`src/rtl/mas_pkg.sv`:
```
package mas_pkg;

  // register offsets on the serial management bus
  localparam logic [7:0] REG_AUX_VALUE    = 8'h21;
  localparam logic [7:0] REG_SUPPLY_VALUE = 8'h22;
  localparam logic [7:0] REG_REMOTE1_TEMP = 8'h25;
  localparam logic [7:0] REG_LOCAL_TEMP   = 8'h26;
  localparam logic [7:0] REG_REMOTE2_TEMP = 8'h27;
  localparam logic [7:0] REG_FAN1_SELECT  = 8'h55;
  localparam logic [7:0] REG_CONFIG_TWO   = 8'h73;
  localparam logic [7:0] REG_EXT_RES_TWO  = 8'h77;

  // reset values
  localparam logic [7:0] FAN1_SELECT_RST  = 8'h00;
  localparam logic [7:0] CONFIG_TWO_RST   = 8'h00;

  // configuration two fields
  localparam int CFG_AVG_OFF_BIT   = 4;
  localparam int CFG_BYPASS_BIT    = 5;
  localparam int CFG_SINGLE_BIT    = 6;
  // channel selector field in register 0x55
  localparam int SEL_MSB           = 7;
  localparam int SEL_LSB           = 5;

  // channel selector codes
  typedef enum logic [2:0] {
    CH_AUX     = 3'b001,
    CH_SUPPLY  = 3'b010,
    CH_REMOTE1 = 3'b101,
    CH_LOCAL   = 3'b110,
    CH_REMOTE2 = 3'b111
  } mas_chan_e;

  // averaging and number formats
  localparam int            AVG_COUNT      = 16;
  localparam int            AVG_SHIFT      = 4;
  localparam logic [9:0]    CODE_FULL      = 10'h3ff;
  localparam logic [9:0]    OFFSET64_CODE  = 10'h100;
  localparam logic [9:0]    TWOS_MAX_CODE  = 10'h1ff;
  localparam logic [9:0]    TWOS_FAULT     = 10'h200;
  localparam logic [9:0]    EXT_FAULT      = 10'h000;

  // timing
  localparam int CLK_PERIOD_NS  = 10;
  localparam int CONV_PERIOD_NS = 711_000;
  localparam int CONV_CYCLES    = CONV_PERIOD_NS / CLK_PERIOD_NS;

endpackage

```
`src/rtl/mas_monitor_adc_sequencer.sv`:
```
`timescale 1ns/100ps

// Overview of operation
// - by default sixteen conversions are averaged before a value is stored
// - averaging-off bit stores every single conversion, one per period
// - bypass bit removes the attenuator on the auxiliary supply input
// - single-channel bit converts selected channel only; round robin pointer chan_q keeps stepping unseen
// - single-channel mode converts the selected input every 711 us
// - channel selector lives in bits 7:5 of register 0x55
// - selector 001 is auxiliary supply, 010 is own supply
// - selector 101 remote one, 110 local, 111 remote two
// - voltages are 10-bit straight binary, saturating at 1023
// - upper eight bits of local temperature appear at 0x26
// - temperatures stored as twos complement or offset-64 binary
// - quarter-degree resolution, up to 127 or 191 degrees
// - two low bits of each temperature go to register 0x77
// - offset format puts 0 degrees at 0x40, all-zero flags fault
// - averaged voltage measurement takes sixteen periods, about 11.38 ms
module mas_monitor_adc_sequencer #(
  parameter int         CONV_CYCLES = mas_pkg::CONV_CYCLES,
  parameter logic [6:0] SLAVE_ADDR  = 7'h2e
) (
  // clock and reset
  input  wire logic       clk_i,
  input  wire logic       rst_n_i,
  // serial management bus pins
  input  wire logic       scl_i,
  input  wire logic       sda_i,
  output logic            sda_o,
  output logic            sda_oe_o,
  // converter control
  output logic            conv_start_o,
  output logic [2:0]      conv_chan_o,
  output logic            atten_bypass_o,
  input  wire logic       conv_valid_i,
  input  wire logic [9:0] conv_data_i,
  input  wire logic       diode_fault_i,
  // temperature encoding select
  input  wire logic       temp_ext_format_i
);

  typedef enum logic [3:0] {
    BUS_IDLE  = 4'b0000,
    BUS_ADDR  = 4'b0001,
    BUS_AACK  = 4'b0010,
    BUS_CMD   = 4'b0011,
    BUS_CACK  = 4'b0100,
    BUS_WDAT  = 4'b0101,
    BUS_WACK  = 4'b0110,
    BUS_RDAT  = 4'b0111,
    BUS_RACK  = 4'b1000
  } mas_bus_e;

  logic [1:0]  scl_s_q, sda_s_q;
  logic        scl_d_q, sda_d_q;
  logic        scl_rise, scl_fall, bus_start, bus_stop;
  mas_bus_e    bus_st_q;
  logic [2:0]  bit_cnt_q;
  logic        byte_done_q, rd_q, mack_q;
  logic [7:0]  shift_q, tx_q, ptr_q, rdata;
  logic [7:0]  fan1_sel_q, cfg2_q;
  logic        wr_en;
  logic [9:0]  aux_q, supply_q, rem1_q, local_q, rem2_q;
  logic [31:0] tick_cnt_q;
  logic        tick, avg_off, single_mode;
  logic [2:0]  chan_q;
  logic [3:0]  avg_cnt_q;
  logic [13:0] acc_q, acc_sum;
  logic [9:0]  avg_val;
  logic        fault_q, last_sample;

  // next channel of the round robin
  function automatic logic [2:0] next_chan(input logic [2:0] c);
    unique case (c)
      mas_pkg::CH_AUX:     next_chan = mas_pkg::CH_SUPPLY;
      mas_pkg::CH_SUPPLY:  next_chan = mas_pkg::CH_REMOTE1;
      mas_pkg::CH_REMOTE1: next_chan = mas_pkg::CH_LOCAL;
      mas_pkg::CH_LOCAL:   next_chan = mas_pkg::CH_REMOTE2;
      default:             next_chan = mas_pkg::CH_AUX;
    endcase
  endfunction

  // offset-64 converter code into the stored temperature encoding
  function automatic logic [9:0] fmt_temp(input logic [9:0] raw,
                                          input logic       ext,
                                          input logic       flt);
    if (ext)
    begin
      fmt_temp = flt ? mas_pkg::EXT_FAULT : raw;
    end
    else if (flt || raw < mas_pkg::OFFSET64_CODE)
    begin
      fmt_temp = flt ? mas_pkg::TWOS_FAULT
                     : 10'(raw - mas_pkg::OFFSET64_CODE);
    end
    else
    begin
      // twos format tops out at +127.75 degrees
      fmt_temp = (raw - mas_pkg::OFFSET64_CODE > mas_pkg::TWOS_MAX_CODE)
               ? mas_pkg::TWOS_MAX_CODE
               : 10'(raw - mas_pkg::OFFSET64_CODE);
    end
  endfunction

  // pin synchronisers, then one more stage for edge detection
  always_ff @(posedge clk_i or negedge rst_n_i)
  begin
    if (!rst_n_i)
    begin
      scl_s_q <= 2'h3;
      sda_s_q <= 2'h3;
      scl_d_q <= 1'b1;
      sda_d_q <= 1'b1;
    end
    else
    begin
      scl_s_q <= {scl_s_q[0], scl_i};
      sda_s_q <= {sda_s_q[0], sda_i};
      scl_d_q <= scl_s_q[1];
      sda_d_q <= sda_s_q[1];
    end
  end

  assign scl_rise  = scl_s_q[1] & ~scl_d_q;
  assign scl_fall  = ~scl_s_q[1] & scl_d_q;
  assign bus_start = scl_s_q[1] & scl_d_q & ~sda_s_q[1] & sda_d_q;
  assign bus_stop  = scl_s_q[1] & scl_d_q & sda_s_q[1] & ~sda_d_q;
  assign wr_en     = (bus_st_q == BUS_WDAT) & scl_fall & byte_done_q;
  assign sda_o     = 1'b0;

  // register read mux
  always_comb
  begin
    unique case (ptr_q)
      mas_pkg::REG_AUX_VALUE:    rdata = aux_q[9:2];
      mas_pkg::REG_SUPPLY_VALUE: rdata = supply_q[9:2];
      mas_pkg::REG_REMOTE1_TEMP: rdata = rem1_q[9:2];
      mas_pkg::REG_LOCAL_TEMP:   rdata = local_q[9:2];
      mas_pkg::REG_REMOTE2_TEMP: rdata = rem2_q[9:2];
      mas_pkg::REG_FAN1_SELECT:  rdata = fan1_sel_q;
      mas_pkg::REG_CONFIG_TWO:   rdata = cfg2_q;
      mas_pkg::REG_EXT_RES_TWO:
        rdata = {rem2_q[1:0], local_q[1:0], rem1_q[1:0], 2'h0};
      default:                   rdata = 8'h00;
    endcase
  end

  // serial slave: byte receive, acknowledge and byte send
  always_ff @(posedge clk_i or negedge rst_n_i)
  begin
    if (!rst_n_i)
    begin
      bus_st_q    <= BUS_IDLE;
      bit_cnt_q   <= 3'h0;
      byte_done_q <= 1'b0;
      rd_q        <= 1'b0;
      mack_q      <= 1'b0;
      shift_q     <= 8'h00;
      tx_q        <= 8'h00;
      ptr_q       <= 8'h00;
      sda_oe_o    <= 1'b0;
    end
    else if (bus_start)
    begin
      bus_st_q    <= BUS_ADDR;
      bit_cnt_q   <= 3'h0;
      byte_done_q <= 1'b0;
      sda_oe_o    <= 1'b0;
    end
    else if (bus_stop)
    begin
      bus_st_q <= BUS_IDLE;
      sda_oe_o <= 1'b0;
    end
    else if (scl_rise)
    begin
      if (bus_st_q == BUS_RACK)
      begin
        mack_q <= ~sda_s_q[1];
      end
      else if (bus_st_q == BUS_ADDR || bus_st_q == BUS_CMD ||
               bus_st_q == BUS_WDAT || bus_st_q == BUS_RDAT)
      begin
        shift_q     <= {shift_q[6:0], sda_s_q[1]};
        bit_cnt_q   <= 3'(bit_cnt_q + 3'h1);
        byte_done_q <= (bit_cnt_q == 3'h7);
      end
    end
    else if (scl_fall)
    begin
      unique case (bus_st_q)
        BUS_ADDR:
          if (byte_done_q)
          begin
            byte_done_q <= 1'b0;
            rd_q        <= shift_q[0];
            sda_oe_o    <= (shift_q[7:1] == SLAVE_ADDR);
            bus_st_q    <= (shift_q[7:1] == SLAVE_ADDR) ? BUS_AACK
                                                        : BUS_IDLE;
          end
        BUS_CMD:
          if (byte_done_q)
          begin
            byte_done_q <= 1'b0;
            ptr_q       <= shift_q;
            sda_oe_o    <= 1'b1;
            bus_st_q    <= BUS_CACK;
          end
        BUS_WDAT:
          if (byte_done_q)
          begin
            byte_done_q <= 1'b0;
            sda_oe_o    <= 1'b1;
            bus_st_q    <= BUS_WACK;
          end
        BUS_AACK, BUS_RACK:
          if (rd_q && (bus_st_q == BUS_AACK || mack_q))
          begin
            tx_q     <= rdata;
            sda_oe_o <= ~rdata[7];
            bus_st_q <= BUS_RDAT;
          end
          else
          begin
            sda_oe_o <= 1'b0;
            bus_st_q <= rd_q ? BUS_IDLE : BUS_CMD;
          end
        BUS_CACK:
        begin
          sda_oe_o <= 1'b0;
          bus_st_q <= BUS_WDAT;
        end
        BUS_WACK:
        begin
          sda_oe_o <= 1'b0;
          bus_st_q <= BUS_IDLE;
        end
        BUS_RDAT:
          if (byte_done_q)
          begin
            byte_done_q <= 1'b0;
            sda_oe_o    <= 1'b0;
            bus_st_q    <= BUS_RACK;
          end
          else
          begin
            tx_q     <= {tx_q[6:0], 1'b0};
            sda_oe_o <= ~tx_q[6];
          end
        BUS_IDLE:
          sda_oe_o <= 1'b0;
      endcase
    end
  end

  // writable registers
  always_ff @(posedge clk_i or negedge rst_n_i)
  begin
    if (!rst_n_i)
    begin
      fan1_sel_q <= mas_pkg::FAN1_SELECT_RST;
      cfg2_q     <= mas_pkg::CONFIG_TWO_RST;
    end
    else if (wr_en)
    begin
      if (ptr_q == mas_pkg::REG_FAN1_SELECT)
        fan1_sel_q <= shift_q;
      if (ptr_q == mas_pkg::REG_CONFIG_TWO)
        cfg2_q <= shift_q;
    end
  end

  assign avg_off        = cfg2_q[mas_pkg::CFG_AVG_OFF_BIT];
  assign single_mode    = cfg2_q[mas_pkg::CFG_SINGLE_BIT];
  assign atten_bypass_o = cfg2_q[mas_pkg::CFG_BYPASS_BIT];

  // conversion period timer
  always_ff @(posedge clk_i or negedge rst_n_i)
  begin
    if (!rst_n_i)
      tick_cnt_q <= 32'h0;
    else if (tick)
      tick_cnt_q <= 32'h0;
    else
      tick_cnt_q <= 32'(tick_cnt_q + 32'h1);
  end

  assign tick = (tick_cnt_q == 32'(CONV_CYCLES - 1));

  // start pulse and channel presented to the converter
  always_ff @(posedge clk_i or negedge rst_n_i)
  begin
    if (!rst_n_i)
    begin
      conv_start_o <= 1'b0;
      conv_chan_o  <= mas_pkg::CH_AUX;
    end
    else
    begin
      conv_start_o <= tick;
      if (tick)
        conv_chan_o <= single_mode
                     ? fan1_sel_q[mas_pkg::SEL_MSB:mas_pkg::SEL_LSB]
                     : chan_q;
    end
  end

  assign acc_sum     = 14'(acc_q + {4'h0, conv_data_i});
  assign last_sample = avg_off ||
                       (avg_cnt_q == 4'(mas_pkg::AVG_COUNT - 1));
  assign avg_val     = avg_off ? conv_data_i
                               : acc_sum[mas_pkg::AVG_SHIFT +: 10];

  // accumulation and round robin advance
  always_ff @(posedge clk_i or negedge rst_n_i)
  begin
    if (!rst_n_i)
    begin
      acc_q     <= 14'h0;
      avg_cnt_q <= 4'h0;
      fault_q   <= 1'b0;
      chan_q    <= mas_pkg::CH_AUX;
    end
    else if (conv_valid_i)
    begin
      if (last_sample)
      begin
        acc_q     <= 14'h0;
        avg_cnt_q <= 4'h0;
        fault_q   <= 1'b0;
        chan_q    <= next_chan(chan_q);
      end
      else
      begin
        acc_q     <= acc_sum;
        avg_cnt_q <= 4'(avg_cnt_q + 4'h1);
        fault_q   <= fault_q | diode_fault_i;
      end
    end
  end

  // result registers, written once per measurement
  always_ff @(posedge clk_i or negedge rst_n_i)
  begin
    if (!rst_n_i)
    begin
      aux_q    <= 10'h0;
      supply_q <= 10'h0;
      rem1_q   <= 10'h0;
      local_q  <= 10'h0;
      rem2_q   <= 10'h0;
    end
    else if (conv_valid_i && last_sample)
    begin
      unique case (conv_chan_o)
        mas_pkg::CH_AUX:     aux_q    <= avg_val;
        mas_pkg::CH_SUPPLY:  supply_q <= avg_val;
        mas_pkg::CH_REMOTE1: rem1_q   <= fmt_temp(avg_val,
                               temp_ext_format_i,
                               fault_q | diode_fault_i);
        mas_pkg::CH_LOCAL:   local_q  <= fmt_temp(avg_val,
                               temp_ext_format_i,
                               fault_q | diode_fault_i);
        mas_pkg::CH_REMOTE2: rem2_q   <= fmt_temp(avg_val,
                               temp_ext_format_i,
                               fault_q | diode_fault_i);
        default:             aux_q    <= aux_q;
      endcase
    end
  end

endmodule

```
`config.mk`:
```
export PLATFORM = sky130hd
export DESIGN_NAME = mas_monitor_adc_sequencer
export DESIGN_NICKNAME = d
export VERILOG_FILES = /design/src/rtl/mas_pkg.sv /design/src/rtl/mas_monitor_adc_sequencer.sv
export SDC_FILE = /design/constraint.sdc
export NUM_CORES = 1
export LEC_CHECK = 0
export BUFFER_PORTS_ARGS = -buffer_cell sky130_fd_sc_hd__buf_2
export CAP_MARGIN = 5
export CORE_MARGIN = 5
export CORE_UTILIZATION = 35
export CTS_CLUSTER_DIAMETER = 80
export DETAILED_ROUTE_END_ITERATION = 12
export SLEW_MARGIN = 5
export SYNTH_ARGS = -nofsm -noshare
export SYNTH_HDL_FRONTEND = slang
export SYNTH_SLANG_ARGS = --single-unit
```
`constraint.sdc`:
```
create_clock -name clk_i -period 9.7 [get_ports clk_i]
set_clock_uncertainty 0.15 [all_clocks]
set_input_delay 0 -clock clk_i [delete_from_list [all_inputs] [get_ports clk_i]]
set_output_delay 0 -clock clk_i [all_outputs]
set_load 0.05 [all_outputs]
```
# After elaboration in Yosys (flattened, before gate mapping)

Cells that the tools add are included.

Flip-flop bits (word level): 164
Latch bits: 0
Bits in writable memories: 0
Memory bits (read-only): 0
Bits of input ports: 17
Output and inout bits: 7
Logic and storage cells: 181
Memories: 0

$add $sub $neg: 5
$mul: 0
Divide/modulo/power cells: 0
Magnitude comparators: 2
Eq/ne operators: 41
Shifts and indexed selects: 0
Multiplexer cells: 49
Bitwise gates (word level): 20
Reduce and logical (&&, ||, !) cells: 37

Operators by type and width:

| operator              | number |
|---|---|
| $pmux 8 s8            | 1 |
| $mux 10               | 6 |
| $eq 8x6->1 const B    | 5 |
| $mux 4                | 9 |
| $add 32x1->32 const B | 1 |
| $eq 32x17->1 const B  | 1 |
| $mux 32               | 1 |
| $pmux 4 s7            | 1 |
| $eq 8x7->1 const B    | 3 |
| $mux 3                | 7 |
| $eq 3x3->1 const B    | 6 |
| $eq 4x3->1 const B    | 4 |
| $mux 1                | 16 |
| $ne 4x4->1 const B    | 4 |
| $reduce_and 2->1      | 8 |
| $add 14x10->14        | 1 |
| $mux 14               | 1 |
| $mux 7                | 2 |
| $pmux 7 s2            | 1 |
| $reduce_and 7->1      | 2 |
| $pmux 3 s4            | 1 |
| $reduce_and 4->1      | 3 |
| $reduce_and 6->1      | 2 |
| $gt 10x9->1 const B   | 1 |
| other kinds (29)      | 67 |

# Depth between registers and ports, before layout

Gate-level depths: netlist of run 1.

Depth in word-level cells: 9
Mapped depth: 15
Mapped depth without buffers: 15

# Worst setup path before layout of run 1

Ideal clock, no wire load.

Kind: reg2reg
From: register acc_q[3]
To: register local_q[1]
Arrival: 3.332 ns
Required time: 9.425 ns
Slack: 6.094 ns
Stages on the path, launching flop included: 14
Path buffers: 0
Clock period less this slack: 3.606 ns
Cells stage by stage: dfrtp_1 > ha_1 > o211ai_1 > o211ai_1 > a211oi_1 > nor4b_1 > xnor2_1 > o21ai_4 > ha_1 > a21boi_0 > nand4_1 > o311ai_4 > o21ai_0 > mux2_2

Cells in the longest elaborated chain, start to end: 7
Elaborated cells on any way between the ends: 11
Classes of those cells: add/sub (2); order compare (2); mux (6); reduce/logical (1)

RTL lines:

| element                  | line                             | RTL |
|---|---|---|
| start: declaration       | mas_monitor_adc_sequencer.sv:68  | `logic [13:0] acc_q, acc_sum;` |
| start signal: assignment | mas_monitor_adc_sequencer.sv:335 | `acc_q <= acc_sum;` |
| $add 14x10->14 *         | mas_monitor_adc_sequencer.sv:308 | `assign acc_sum = 14'(acc_q + {4'h0, conv_data_i});` |
| $mux 10 *                | mas_monitor_adc_sequencer.sv:311 | `assign avg_val = avg_off ? conv_data_i` |
| net avg_val[9]           | mas_monitor_adc_sequencer.sv:69  | `logic [9:0] avg_val;` |
| $sub 10x9->10            | mas_monitor_adc_sequencer.sv:99  | `fmt_temp = (raw - mas_pkg::OFFSET64_CODE > mas_pkg::TWOS_MAX_CODE)` |
| $gt 10x9->1              | mas_monitor_adc_sequencer.sv:99  |  |
| $mux 10                  | mas_monitor_adc_sequencer.sv:100 | `? mas_pkg::TWOS_MAX_CODE` |
| $mux 10 *                | mas_monitor_adc_sequencer.sv:91  | `else if (flt \|\| raw < mas_pkg::OFFSET64_CODE)` |
| $mux 10 *                | n/a                              |  |
| end signal: assignment   | mas_monitor_adc_sequencer.sv:361 | `mas_pkg::CH_LOCAL: local_q <= fmt_temp(avg_val,` |
| end: declaration         | mas_monitor_adc_sequencer.sv:63  | `logic [9:0] aux_q, supply_q, rem1_q, local_q, rem2_q;` |

The timed path passes the listed nets; every way through them passes the cells marked *.
A chain may end at the register's enable or synchronous reset.

# Worst setup path after layout of run 1

From: register acc_q[4]
To: register rem1_q[1]

Cells in the longest elaborated chain, start to end: 7
Elaborated cells on any way between the ends: 11
Classes of those cells: add/sub (2); order compare (2); mux (6); reduce/logical (1)

RTL lines:

| element                | line                             | RTL |
|---|---|---|
| $add 14x10->14 *       | mas_monitor_adc_sequencer.sv:308 |  |
| $mux 10 *              | mas_monitor_adc_sequencer.sv:311 |  |
| net avg_val[9]         | mas_monitor_adc_sequencer.sv:69  |  |
| $sub 10x9->10          | mas_monitor_adc_sequencer.sv:99  |  |
| $gt 10x9->1            | mas_monitor_adc_sequencer.sv:99  |  |
| $mux 10                | mas_monitor_adc_sequencer.sv:100 |  |
| $mux 10 *              | mas_monitor_adc_sequencer.sv:91  |  |
| $mux 10 *              | mas_monitor_adc_sequencer.sv:87  | `if (ext)` |
| end signal: assignment | mas_monitor_adc_sequencer.sv:358 | `mas_pkg::CH_REMOTE1: rem1_q <= fmt_temp(avg_val,` |
| end: declaration       | mas_monitor_adc_sequencer.sv:63  |  |

Marked as above.

==> results of run 1 <==
==> layer usage <==
layer	share of wire [%]	vias up
met3	4.3	17
met4	0.97	0
met2	46	129
met1	49	3050
li1	-	3032
met5	0	-
==> flip-flops by register name (all words and copies together) (netlist names), 10 cells and up <==
signal,flops
tick_cnt_q,32
rem1_q,10
rem2_q,10
local_q,10
acc_q,14
==> kinds of logic after synthesis <==
kind of cell | count (synthesis) | synth area share (%)
XOR/XNOR | 38 | 4.05
adder cells (fa/ha/maj) | 21 | 3.29
AND/OR/NAND/NOR | 278 | 16.2
flip-flops | 160 | 48.9
buffers and inverters | 58 | 2.94
other | 1 | 0.0457
multiplexers | 66 | 8.96
AO/OA/AOI/OAI | 200 | 15.6
==> worst min-delay path by stage <==
| stage | end | slack, ps | cells after the start | start |
|---|---|---|---|---|
| 3_3_place_gp | sda_s_q[0]$_DFF_PN1_ | -40 | 1 | sda_i |
| 3_5_place_dp | sda_s_q[0]$_DFF_PN1_ | -40 | 1 | sda_i |
| 6_report | aux_q[8]$_DFFE_PN0P_ | 30 | 4 | conv_data_i[8] |
| 4_1_cts | aux_q[8]$_DFFE_PN0P_ | 10 | 4 | conv_data_i[8] |
| 2_1_floorplan | acc_q[0]$_DFFE_PN0P_ | -450 | 0 | rst_n_i |
| 5_1_grt | scl_s_q[0]$_DFF_PN1_ | 60 | 2 | scl_i |
==> per-stage QoR <==
stage,power [mW],util [%],cells
finish,1.90,40.5,1193
detailed placement,1.24,37.3,1145
CTS,1.91,40.5,1193
global route,2.01,40.5,1193
floorplan,1.11,-,822
global placement,1.24,37.3,1145
==> cell usage in the layout, fill, tap and decap left out, types with 4 or more instances in the layout <==
cell	Yosys	routed
sky130_fd_sc_hd__or3_1	5	5
sky130_fd_sc_hd__inv_6	0	4
sky130_fd_sc_hd__o22ai_1	10	10
sky130_fd_sc_hd__dfstp_2	8	8
sky130_fd_sc_hd__a21o_1	4	4
sky130_fd_sc_hd__nand4_1	19	19
sky130_fd_sc_hd__buf_4	1	7
sky130_fd_sc_hd__xor2_1	16	16
sky130_fd_sc_hd__and3_1	7	7
sky130_fd_sc_hd__nor2b_1	7	7
sky130_fd_sc_hd__mux2_2	60	60
sky130_fd_sc_hd__xnor2_1	22	22
sky130_fd_sc_hd__a31oi_1	8	8
sky130_fd_sc_hd__dfrtp_1	152	152
sky130_fd_sc_hd__nand3_1	18	18
sky130_fd_sc_hd__a22oi_1	25	25
sky130_fd_sc_hd__ha_1	20	20
sky130_fd_sc_hd__nor2_1	91	91
sky130_fd_sc_hd__o21bai_1	4	4
sky130_fd_sc_hd__nand2b_1	8	8
sky130_fd_sc_hd__o21ai_0	43	43
sky130_fd_sc_hd__inv_1	33	33
sky130_fd_sc_hd__a21oi_1	60	60
sky130_fd_sc_hd__mux2i_1	6	6
sky130_fd_sc_hd__or2_2	6	6
sky130_fd_sc_hd__clkbuf_16	0	17
sky130_fd_sc_hd__nand3b_1	4	4
sky130_fd_sc_hd__nor4b_1	5	5
sky130_fd_sc_hd__nand2_1	79	79
sky130_fd_sc_hd__buf_2	4	21
sky130_fd_sc_hd__dlygate4sd3_1	0	16
sky130_fd_sc_hd__a41oi_1	5	5
sky130_fd_sc_hd__nor3_1	12	12
sky130_fd_sc_hd__inv_8	0	4
sky130_fd_sc_hd__o31ai_1	6	6
==> worst reg2reg max path: stages, from the launching register on <==
cell,delay (ps)
sky130_fd_sc_hd__dfrtp_1,380
sky130_fd_sc_hd__ha_1,350
sky130_fd_sc_hd__o211ai_1,120
sky130_fd_sc_hd__o211ai_1,380
sky130_fd_sc_hd__a211oi_1,170
sky130_fd_sc_hd__nor4b_1,550
sky130_fd_sc_hd__xnor2_1,190
sky130_fd_sc_hd__o21ai_4,220
sky130_fd_sc_hd__ha_1,170
sky130_fd_sc_hd__a21boi_0,210
sky130_fd_sc_hd__nand4_1,170
sky130_fd_sc_hd__o311ai_4,430
sky130_fd_sc_hd__o21ai_0,260
sky130_fd_sc_hd__mux2_2,320
==> power breakdown <==
group	internal, mW	switching (mW)	total [mW]
clock network	0.349	0.306	0.655
logic	0.184	0.301	0.485
registers	0.718	0.0406	0.758
==> area by class of cell <==
class	count	share of cell area, %
clock buffers	18	4.67
clock inverters	14	1.52
inverters	33	1.32
multi-input cells	604	42.1
flip-flops and latches	160	42.7
well taps	319	4.24
repair buffers	45	3.50
==> results.txt, run 1 <==
The run finished with clean final reports. The placeable core area came out at 23300 µm². The setup path with the least slack is of type flip-flop to flip-flop. The number of clock sinks seen by CTS came out at 160. The final critical path takes up 43.2% of the cycle. After detailed routing, the average wire length per cell comes to 16.3 µm. The worst hold path belongs to the class input port to flip-flop. After clock tree synthesis, the setup repair step added 0 buffers. After detailed routing, the total wire length is 19400 µm. The async set or reset register ratio after synthesis came out at 100%.

The maximum level of the CTS H-tree came out at 4. Data on the critical path arrives at its endpoint at 4350 ps. Setup slack on the critical path of the routed design comes to 5510 ps. The average instance in the mapped netlist occupies 9.99 µm². At the later pin of the worst-skew pair, clock insertion delay measures 430 ps. The antenna diode count came out at 0.

The average via count per standard cell came out at 5.22. The aggregate global-route resource usage came out at 15.3%. In the final layout, the share of cells above drive strength 1 is 16.4%. The largest net degree at the start of global routing is 87. At the end of routability-driven placement, the weighted congestion stood at 0.885. The most critical setup path has its endpoint at rem1_q[1]$_DFFE_PN0P_. The number of enable flip-flop cells after synthesis came out at 0. The highest cell delay on the worst timing path is 550 ps. Along the worst path, the maximum fanout reaches 9. STA classifies the critical path startpoint as a flip-flop. The root buffer cell chosen for the clock tree is sky130_fd_sc_hd__clkbuf_16. Measured against its own limit, the worst slew margin works out to 22.6%. The peak ir drop on the vdd network is 0.000112 V. The number of nets in the synthesized netlist is 860. The detailed placer's ending HPWL came out at 13500 µm.

The maximum clock frequency came out at 239 MHz. The via count of the first global-routing pass is 6158. Counting flops and latches in the post-synthesis netlist gives 160.

The number of buffer cells added on primary ports came out at 22. The part of the Yosys area used for sequential elements is 48.9%. The pre-antenna-repair detailed-routing pass consisted of 6 iterations. The setup slack on the worst flop-to-flop path is 5510 ps. For this configuration, the core starts out at a cell density of 35.3%.

In this run the cell area of the synthesized design comes to 8210 µm². Hold timing on the final database bottoms out at a slack of 30.3 ps. The hold buffer count at CTS is 16. The total via count in the routed design is 6228. Counting cells, the worst reg-to-reg path comes to 13. The minimum period implied by the final worst setup slack is 4190 ps. The endpoint identified for the worst register-to-register timing path is rem1_q[1]$_DFFE_PN0P_. Once placement finished, the instance area stood at 8670 µm². Setup repair after global routing left no endpoint under its margin. Counting every instance in the synthesized netlist gives 822.

The clock slew at the register clock pins of the worst setup and hold paths is 70 ps. The startpoint identified for the worst register-to-register timing path is acc_q[4]$_DFFE_PN0P_. The required time of the critical path came out at 9860 ps. Together, buffers and inverters on the worst path number 0.

The net count of the finished layout is 899. The number of DRC violations after detailed-routing iteration 0 came out at 357. Sorting the synthesized cells by area gives the leading types as sky130_fd_sc_hd__dfrtp_1 46%, sky130_fd_sc_hd__mux2_2 8.2%, sky130_fd_sc_hd__nor2_1 4.2%, sky130_fd_sc_hd__a21oi_1 3.7%, sky130_fd_sc_hd__nand2_1 3.6%. Timing analysis after detailed placement gives a worst setup slack of 5530 ps. The critical path goes through ha_1 -> o211ai_1 -> o211ai_1 -> a211oi_1 -> nor4b_1 -> xnor2_1 -> o21ai_4 -> ha_1 -> a21boi_0 -> nand4_1 -> o311ai_4 -> o21ai_0 -> mux2_2. The area growth from synthesis to layout came out at 14.6%. The number of violations of the max-capacitance limit came out at 0. The total count of hold-check failures in the final report came out at 0.

The most critical setup path has its startpoint at acc_q[4]$_DFFE_PN0P_. Counting instances in the post-synthesis netlist gives the leading cell types as 152 x sky130_fd_sc_hd__dfrtp_1, 91 x sky130_fd_sc_hd__nor2_1, 79 x sky130_fd_sc_hd__nand2_1. After global routing the overflow that remains totals 0. The count of unique library cells instantiated by Yosys came out at 65. The number of remaining DRC errors is 0. The floorplan step defined a die boundary enclosing 26600 µm². The leakage dissipation came out at 4.15 nW. Setup violations remaining at the end of the flow were counted as 0. The placement row count is 56. The depth of the critical timing path with buffers and inverters included came out at 13. Post-CTS repair changed the size of 0 cells. After routing the design area is 9410 µm². sky130_fd_sc_hd__dfrtp_1 is the most common cell in the netlist.

The slew at the pin closest to its max-slew limit is 1150 ps. The clock passes through at most 2 buffers. The first global-routing pass estimated 32800 µm of wire. Summing all flip-flop and latch instances after layout gives 4010 µm².

The number of antenna violations at the first check in global routing came out at 0. The CTS buffer count came out at 17. The warning count from the yosys run is 0. Among cell families on the critical path, the largest total delay comes from compound AO/OA/AOI/OAI gates. The max-slew violation total from the final report is 0.

TritonCTS built the clock tree. The die is 163 µm wide. The worst setup path is captured at a flip-flop. The filler cell count came out at 2353. The met1 layer usage reported by global route is 21.7%. The area of combinational cells with multiple inputs came out at 3960 µm².

The remaining number of nets flagged by the antenna check after routing came out at 0. The number of primary I/O pins came out at 24. The cell with the largest stage delay on the worst path is sky130_fd_sc_hd__nor4b_1. The setup total negative slack is 0 ps. The y dimension of the die came out at 163 µm. The ratio of total power to cell area is 202 nW/µm².

The largest total area in the synthesized netlist belongs to sky130_fd_sc_hd__dfrtp_1. After global routing, the most crowded layer is met2. The routing usage on met3 came out at 3.10%. Global routing used 23.6% of the available met2 tracks. The area share of the largest cell type after synthesis is 46.3%. The leading register cell type out of synthesis is sky130_fd_sc_hd__dfrtp_1.
Note: power is estimated with default switching activity, not from simulation.
==> run 2: changes to the inputs <==
==> constraint.sdc (replaced) <==
create_clock -name clk_i -period 4.3 [get_ports clk_i]
set_clock_uncertainty 0.15 [all_clocks]
set_input_delay 0 -clock clk_i [delete_from_list [all_inputs] [get_ports clk_i]]
set_output_delay 0 -clock clk_i [all_outputs]
set_load 0.05 [all_outputs]
==> results.txt, run 2 (synthesis results as in run 1) <==
The routing usage on met3 came out at 2.60% (was 3.10%). The area of combinational cells with multiple inputs came out at 3970 µm² (was 3960 µm²). Commonest cells after routing, fill and taps aside: 152 x sky130_fd_sc_hd__dfrtp_1, 91 x sky130_fd_sc_hd__nor2_1, 79 x sky130_fd_sc_hd__nand2_1 (unchanged). The highest cell delay on the worst timing path is 390 ps (was 550 ps). The peak ir drop on the vdd network is 0.000256 V (was 0.000112 V).

The endpoint of the worst-slack reg-to-reg timing path is rem2_q[4]$_DFFE_PN0P_ (was rem1_q[1]$_DFFE_PN0P_). The ratio of total power to cell area is 461 nW/µm² (was 202 nW/µm²). The effective utilization at floorplan came out at 35.3% (unchanged).

The family with the most delay on the worst path is compound AO/OA/AOI/OAI gates (unchanged). The worst setup path startpoint is acc_q[1]$_DFFE_PN0P_ (was acc_q[4]$_DFFE_PN0P_). The register cell area after layout is 4010 µm² (unchanged). The clock slew at the register clock pins of the worst setup and hold paths was 70 ps (about the same). The final period utilization came to 92.8% (was 43.2%). The cell with the largest stage delay on the worst path is sky130_fd_sc_hd__a211oi_1 (was sky130_fd_sc_hd__nor4b_1).

The arrival time of data at the critical path endpoint came out at 4140 ps (was 4350 ps). The leakage dissipation is 4.18 nW (was 4.15 nW). The number of buffer cells added on primary ports came out at 22 (unchanged). The antenna diode count came out at 0 (unchanged). The total count of hold-check failures in the final report is 0 (unchanged). The floorplan die area is 26600 µm² (unchanged).

The placement row count came out at 56 (unchanged). The clock insertion delay at the later pin of the skew report is 430 ps (about the same). The slew at the pin closest to its max-slew limit is 1140 ps (was 1150 ps). The deepest clock path buffer count is 2 (unchanged). The CTS tree is yes (unchanged).

The number of DRC violations after detailed-routing iteration 0 came out at 461 (was 357). The setup total negative slack came out at 0 ps (unchanged). The peak fanout along the critical path came out at 8 (was 9).

The required time of the critical path is 4450 ps (was 9860 ps). The most flop-heavy register was tick_cnt_q (unchanged). The depth of the critical timing path with buffers and inverters included came out at 14 (was 13).

The average via count per standard cell came out at 5.19 (was 5.22). The die outline width came out at 163 µm (unchanged). The placeable core area is 23300 µm² (unchanged).

The met2 routing resource usage after global routing was 23.8% (was 23.6%). The worst slew slack as a fraction of its limit came out at 23.2% (was 22.6%). The y dimension of the die is 163 µm (unchanged). The number of nets in the layout came out at 905 (was 899). The critical path class is flip-flop to flip-flop (unchanged). The count of buffer and inverter cells on the critical path is 1 (was 0). The most utilized layer in the global route result was met2 (unchanged). The area growth from synthesis to layout is 15.5% (was 14.6%). The detailed placer's ending HPWL came to 13700 µm (was 13500 µm).

The number of violations of the max-capacitance limit is 0 (unchanged). The total via count in the routed design is 6228 (unchanged). Unrepaired setup endpoints after global routing: no (unchanged). The cell at the root of the clock tree is sky130_fd_sc_hd__clkbuf_16 (unchanged). The endpoint type of the worst setup path is a flip-flop (unchanged). The minimum period implied by the final worst setup slack came out at 3990 ps (was 4190 ps).

The remaining number of nets flagged by the antenna check after routing came to 0 (unchanged). The number of primary I/O pins is 24 (unchanged). The maximum clock frequency came out at 251 MHz (was 239 MHz). The met1 layer usage reported by global route came out at 22.4% (was 21.7%).

The largest net degree at the start of global routing came out at 99 (was 87). Run status: completed (unchanged). The max-slew violation total from the final report came out at 0 (unchanged). The reg-to-reg critical path startpoint is acc_q[1]$_DFFE_PN0P_ (was acc_q[4]$_DFFE_PN0P_). The number of antenna violations at the first check in global routing is 0 (unchanged). The aggregate global-route resource usage came to 15.4% (was 15.3%).

The worst hold slack after final layout came out at 9.95 ps (was 30.3 ps). The end of the critical path is rem2_q[4]$_DFFE_PN0P_ (was rem1_q[1]$_DFFE_PN0P_). The via count of the first global-routing pass came out at 6254 (was 6158). The setup violation total in the final timing report was 0 (unchanged). The first-pass GRT wire length came out at 33100 µm (was 32800 µm). The type of the worst min-delay path is input port to flip-flop (unchanged). The share of cells above drive strength 1 came out at 17.0% (was 16.4%). The number of flip-flops in the largest register came out at 32 (unchanged). Registers with the most flip-flops: tick_cnt_q: 32 flops, acc_q: 14 flops (unchanged). The total wirelength of the detailed-routed design was 19500 µm (was 19400 µm).

The most frequent standard cell in the layout excluding fill and tap cells is sky130_fd_sc_hd__dfrtp_1 (unchanged). The last weighted congestion value of the routability-driven placer is 0.862 (was 0.885). The CTS buffer count is 17 (unchanged). The cell count of the worst reg-to-reg path came out at 14 (was 13). The filler cell count came to 2351 (was 2353).

The routed wirelength normalized by instance count is 16.2 µm (was 16.3 µm). The number of remaining DRC errors is 0 (unchanged). The maximum level of the CTS H-tree is 4 (unchanged).

The total congestion overflow came out at 0 (unchanged). The number of clock sinks seen by CTS was 160 (unchanged). Series of cell instances along the critical path: ha_1 -> a211oi_1 -> o211ai_1 -> a211oi_1 -> nor4b_2 -> xnor2_1 -> o21ai_4 -> ha_1 -> a21boi_0 -> nand4_1 -> o311ai_4 -> buf_4 -> o21ai_0 -> mux2_2 (was ha_1 -> o211ai_1 -> o211ai_1 -> a211oi_1 -> nor4b_1 -> xnor2_1 -> o21ai_4 -> ha_1 -> a21boi_0 -> nand4_1 -> o311ai_4 -> o21ai_0 -> mux2_2).

The first-pass detailed-route iteration total is 5 (was 6). The setup slack on the worst flop-to-flop path is 310 ps (was 5510 ps). The kind of launch point of the worst setup path is a flip-flop (unchanged).
==> run 2: cell count changes in the layout (fill, tap and decap cells not counted), moves of 2 or more <==
cell | before | now
sky130_fd_sc_hd__clkinv_4 | 2 | 4
sky130_fd_sc_hd__clkinv_8 | 2 | 0
sky130_fd_sc_hd__buf_4 | 7 | 13
sky130_fd_sc_hd__bufinv_16 | 0 | 2
==> run 2: how the worst min path moves through the flow <==
| stage | from | to | slack (ps) | cells after the start |
|---|---|---|---|---|
| 2_1_floorplan | rst_n_i | acc_q[0]$_DFFE_PN0P_ | -450 | 0 |
| 3_3_place_gp | scl_i | scl_s_q[0]$_DFF_PN1_ | -40 | 1 |
| 6_report | conv_data_i[8] | aux_q[8]$_DFFE_PN0P_ | 10 | 4 |
| 5_1_grt | conv_data_i[8] | aux_q[8]$_DFFE_PN0P_ | 30 | 4 |
| 3_5_place_dp | scl_i | scl_s_q[0]$_DFF_PN1_ | -40 | 1 |
| 4_1_cts | conv_data_i[8] | supply_q[8]$_DFFE_PN0P_ | 4 | 4 |
==> run 2: layer usage <==
metal,part of all wire [%],up-vias,routed length (µm)
li1,-,3051,-
met3,3.1,15,613
met2,46,118,8970
met4,1.1,0,206
met1,50,3044,9690
met5,0,-,0
==> run 2: layout make-up <==
| class | instances | area share [%] |
|---|---|---|
| clock buffers | 18 | 4.53 |
| flip-flops and latches | 160 | 42.3 |
| well taps | 319 | 4.21 |
| repair buffers | 51 | 3.94 |
| inverters | 33 | 1.31 |
| clock inverters | 14 | 1.81 |
| multi-input cells | 604 | 41.9 |
==> run 2: where the power goes <==
part	switching [mW]	leakage, nW	internal, mW	total, mW
clock network	0.671	0.292	0.879	1.55
logic	0.678	1.74	0.433	1.11
registers	0.0921	2.15	1.62	1.71
total	1.44	4.18	2.93	4.37
==> run 2: stage by stage <==
step                cells  worst slack, ps  power [mW]  utilization, %  area (µm²)
floorplan             822              694        2.51               -        8210
global placement     1148              258        2.78            37.4        8690
detailed placement   1148             83.0        2.79            37.4        8690
CTS                  1196             14.0        4.38            40.6        9450
global route         1199             60.5        4.64            40.8        9480
finish               1199              309        4.37            40.8        9480
==> run 2: worst reg2reg max path: stages (launching register included) <==
cell and delay [ps]:
sky130_fd_sc_hd__dfrtp_1 380, sky130_fd_sc_hd__ha_1 290, sky130_fd_sc_hd__a211oi_1 350, sky130_fd_sc_hd__o211ai_1 210, sky130_fd_sc_hd__a211oi_1 390, sky130_fd_sc_hd__nor4b_2 130, sky130_fd_sc_hd__xnor2_1 170, sky130_fd_sc_hd__o21ai_4 190
sky130_fd_sc_hd__ha_1 170, sky130_fd_sc_hd__a21boi_0 250, sky130_fd_sc_hd__nand4_1 180, sky130_fd_sc_hd__o311ai_4 310, sky130_fd_sc_hd__buf_4 210, sky130_fd_sc_hd__o21ai_0 170, sky130_fd_sc_hd__mux2_2 320
==> run 2: what timing repair did <==
item / in CTS / in global routing
endpoints found under the setup margin: 0 / 27
endpoints found under the hold margin: 130 / 0
resized for setup: 0 / 3
buffers inserted: 0 / 3
hold buffers: 16 / 0
==> run 3: changes to the inputs <==
--- a/config.mk
+++ b/config.mk
@@ -7,10 +7,13 @@
 export LEC_CHECK = 0
 export BUFFER_PORTS_ARGS = -buffer_cell sky130_fd_sc_hd__buf_2
 export CAP_MARGIN = 5
+export CELL_PAD_IN_SITES_DETAIL_PLACEMENT = 1
+export CELL_PAD_IN_SITES_GLOBAL_PLACEMENT = 2
 export CORE_MARGIN = 5
 export CORE_UTILIZATION = 35
 export CTS_CLUSTER_DIAMETER = 80
 export DETAILED_ROUTE_END_ITERATION = 12
+export PLACE_DENSITY_LB_ADDON = 0.1
 export SLEW_MARGIN = 5
 export SYNTH_ARGS = -nofsm -noshare
 export SYNTH_HDL_FRONTEND = slang
==> results.txt, run 3 (synthesis results as in run 1) <==
The die outline width came to 163 µm (unchanged). The via count of the first global-routing pass came out at 6967 (was 6254). The peak fanout along the critical path is 9 (was 8). The total count of hold-check failures in the final report came out at 0 (unchanged).

The number of remaining DRC errors is 0 (unchanged). The maximum clock frequency was 252 MHz (was 251 MHz). The cell count of the worst hold path came out at 5 (was 4). The filler cell count is 2629 (was 2351). The routed wirelength normalized by instance count is 19.2 µm (was 16.2 µm). The max-slew violation total from the final report came to 0 (unchanged).

The switching power summed over all nets came out at 1.53 mW (was 1.44 mW). The last weighted congestion value of the routability-driven placer came out at 0.812 (was 0.862). The critical path class is flip-flop to flip-flop (unchanged). The ratio of total power to cell area came out at 463 nW/µm² (was 461 nW/µm²). The number of nets in the layout came out at 909 (was 905). The largest net degree at the start of global routing came out at 103 (was 99). The detailed placer's ending HPWL is 16400 µm (was 13700 µm). The clock slew at the register clock pins of the worst setup and hold paths is 80 ps (was 70 ps). The endpoint of the worst-slack reg-to-reg timing path is rem2_q[4]$_DFFE_PN0P_ (unchanged). The antenna diode count is 0 (unchanged).

The fraction of power spent switching nets came out at 34.8% (was 33.0%). The cell count of the worst reg-to-reg path came out at 15 (was 14). The endpoint type of the worst setup path is a flip-flop (unchanged).

The launch point of the worst hold path is conv_data_i[1] (was conv_data_i[8]). The total power is 4.41 mW (was 4.37 mW). The setup total negative slack was 0 ps (unchanged). The slew at the pin closest to its max-slew limit came to 997 ps (was 1140 ps).

Unrepaired setup endpoints after global routing: no (unchanged). The clock share of power came out at 35.3% (was 35.5%). The setup violation total in the final timing report is 0 (unchanged). The remaining number of nets flagged by the antenna check after routing was 0 (unchanged). The maximum level of the CTS H-tree is 4 (unchanged). The sequential group share of total power is 38.8% (was 39.1%).

The part of the total power dissipated in combinational logic is 25.8% (was 25.4%). Commonest cells after routing, fill and taps aside: 152 x sky130_fd_sc_hd__dfrtp_1, 91 x sky130_fd_sc_hd__nor2_1, 79 x sky130_fd_sc_hd__nand2_1 (unchanged). The worst slew slack as a fraction of its limit is 33.5% (was 23.2%). The share of cells above drive strength 1 came to 17.5% (was 17.0%). The number of flip-flops in the largest register is 32 (unchanged). The CTS buffer count is 17 (unchanged). The minimum period implied by the final worst setup slack is 3970 ps (was 3990 ps). The first-pass detailed-route iteration total came out at 4 (was 5). The setup slack on the worst flop-to-flop path is 330 ps (was 310 ps). The total congestion overflow came out at 0 (unchanged).

The leakage dissipation is 4.21 nW (was 4.18 nW). The cell area after layout came to 9520 µm² (was 9480 µm²). The hold path endpoint was acc_q[1]$_DFFE_PN0P_ (was aux_q[8]$_DFFE_PN0P_).

The peak ir drop on the vdd network came out at 0.000231 V (was 0.000256 V). The clock insertion delay at the later pin of the skew report is 440 ps (was 430 ps). The effective utilization at floorplan came out at 35.3% (unchanged).

The cell repeated most along the worst path is sky130_fd_sc_hd__ha_1. The first-pass GRT wire length came to 37900 µm (was 33100 µm). The number of violations of the max-capacitance limit came out at 0 (unchanged). The aggregate global-route resource usage came to 18.1% (was 15.4%). The CTS tree is yes (unchanged).

The total wirelength of the detailed-routed design came out at 23100 µm (was 19500 µm). The final standard cell utilization of the core came out at 40.9% (was 40.8%). The reg-to-reg critical path startpoint is acc_q[6]$_DFFE_PN0P_ (was acc_q[1]$_DFFE_PN0P_). The average via count per standard cell came out at 5.36 (was 5.19). The number of DRC violations after detailed-routing iteration 0 came to 209 (was 461).

The y dimension of the die came out at 163 µm (unchanged). The placement row count came out at 56 (unchanged). Registers with the most flip-flops: tick_cnt_q: 32 flops, acc_q: 14 flops (unchanged). The type of the worst min-delay path was input port to flip-flop (unchanged). The number of antenna violations at the first check in global routing came out at 0 (unchanged). The internal power contribution is 2.88 mW (was 2.93 mW). The required time of the critical path came to 4480 ps (was 4450 ps). The arrival time of data at the critical path endpoint is 4150 ps (was 4140 ps). The deepest clock path buffer count came to 2 (unchanged). The placeable core area is 23300 µm² (unchanged).

The number of primary I/O pins is 24 (unchanged). The cell with the largest stage delay on the worst path is sky130_fd_sc_hd__dfrtp_1 (was sky130_fd_sc_hd__a211oi_1). The number of clock sinks seen by CTS came out at 160 (unchanged). The floorplan die area is 26600 µm² (unchanged). The worst setup path startpoint is acc_q[6]$_DFFE_PN0P_ (was acc_q[1]$_DFFE_PN0P_). The total via count in the routed design is 6443 (was 6228).

The area growth from synthesis to layout is 16.0% (was 15.5%). The most flop-heavy register is tick_cnt_q (unchanged). The cell at the root of the clock tree was sky130_fd_sc_hd__clkbuf_16 (unchanged). The highest cell delay on the worst timing path came to 390 ps (about the same). The most frequent standard cell in the layout excluding fill and tap cells is sky130_fd_sc_hd__dfrtp_1 (unchanged).

The total placed instance area came out at 8720 µm² (was 8690 µm²). Series of cell instances along the critical path: ha_1 -> a21oi_1 -> o211ai_1 -> a211oi_2 -> nor4b_2 -> buf_4 -> xnor2_1 -> o21ai_4 -> ha_1 -> a21boi_0 -> nand4_1 -> o311ai_4 -> buf_12 -> o21ai_0 -> mux2_2 (was ha_1 -> a211oi_1 -> o211ai_1 -> a211oi_1 -> nor4b_2 -> xnor2_1 -> o21ai_4 -> ha_1 -> a21boi_0 -> nand4_1 -> o311ai_4 -> buf_4 -> o21ai_0 -> mux2_2). The kind of launch point of the worst setup path is a flip-flop (unchanged). Run status: completed (unchanged). The final period utilization is 92.3% (was 92.8%). The number of buffer cells added on primary ports came out at 22 (unchanged).
==> run 3: cell count changes in the layout (fill, tap and decap cells not counted), sizes merged <==
cell,before,now
buf,35,38
bufinv,2,1
clkbuf,18,17
clkinv,4,2
clkinvlp,1,2
dlygate4sd3,16,17
inv,40,43
==> run 3: worst max path at each step <==
stage                                  end  slack, ps  cells after the start
floorplan           local_q[1]$_DFFE_PN0P_        690                     13
global placement    local_q[3]$_DFFE_PN0P_        270                     14
detailed placement  local_q[6]$_DFFE_PN0P_         80                     14
CTS                 local_q[6]$_DFFE_PN0P_         60                     14
global route        local_q[6]$_DFFE_PN0P_         10                     16
finish               rem2_q[4]$_DFFE_PN0P_        330                     15
==> run 3: area by class of cell <==
class | count | area [µm²] | share of cell area (%)
multi-input cells | 604 | 3980 | 41.8
inverters | 33 | 124 | 1.30
flip-flops and latches | 160 | 4010 | 42.1
well taps | 319 | 399 | 4.19
repair buffers | 55 | 419 | 4.40
clock inverters | 15 | 164 | 1.72
clock buffers | 17 | 425 | 4.47
==> run 3: power by group through the flow <==
stage	clock, mW	combinational [mW]	sequential [mW]
floorplan	0	0.793	1.71
global placement	0	1.08	1.74
detailed placement	0	1.10	1.74
CTS	1.61	1.13	1.72
global route	1.66	1.28	1.73
finish	1.56	1.14	1.71
==> run 3: critical path: cells and delay by family, from the launching register on <==
family                     cells  cell delay [ps]
AOI/OAI and AO/OA              7             1760
and+or+nand+nor                2              270
buffers and inverters          2              310
DFF                            1              390
xor gates and xnor gates       1              140
muxes                          1              310
adders and majority gates      2              520
==> run 3: timing repair <==
item	4_1_cts	5_1_grt
setup endpoints to repair	0	27
endpoints found under the hold margin	129	0
hold buffers	17	0
buffers inserted	0	2
gates resized for setup	0	3
==> run 3: metal layers <==
metal | track usage (%) | vias up | wire length, µm
met2 | 30.6 | 68 | 11400
met1 | 23.5 | 3293 | 10800
li1 | - | 3056 | -
met4 | 6.18 | 0 | 386
met5 | 0 | - | 0
met3 | 3.26 | 26 | 551
==> run 3: per-stage QoR <==
step	hold WS [ps]	cells	setup slack [ps]
CTS	24.3	1201	64.2
global placement	-42.3	1152	271
finish	27.9	1203	330
detailed placement	-41.9	1152	79.6
global route	52.3	1203	13.4
floorplan	-446	822	694
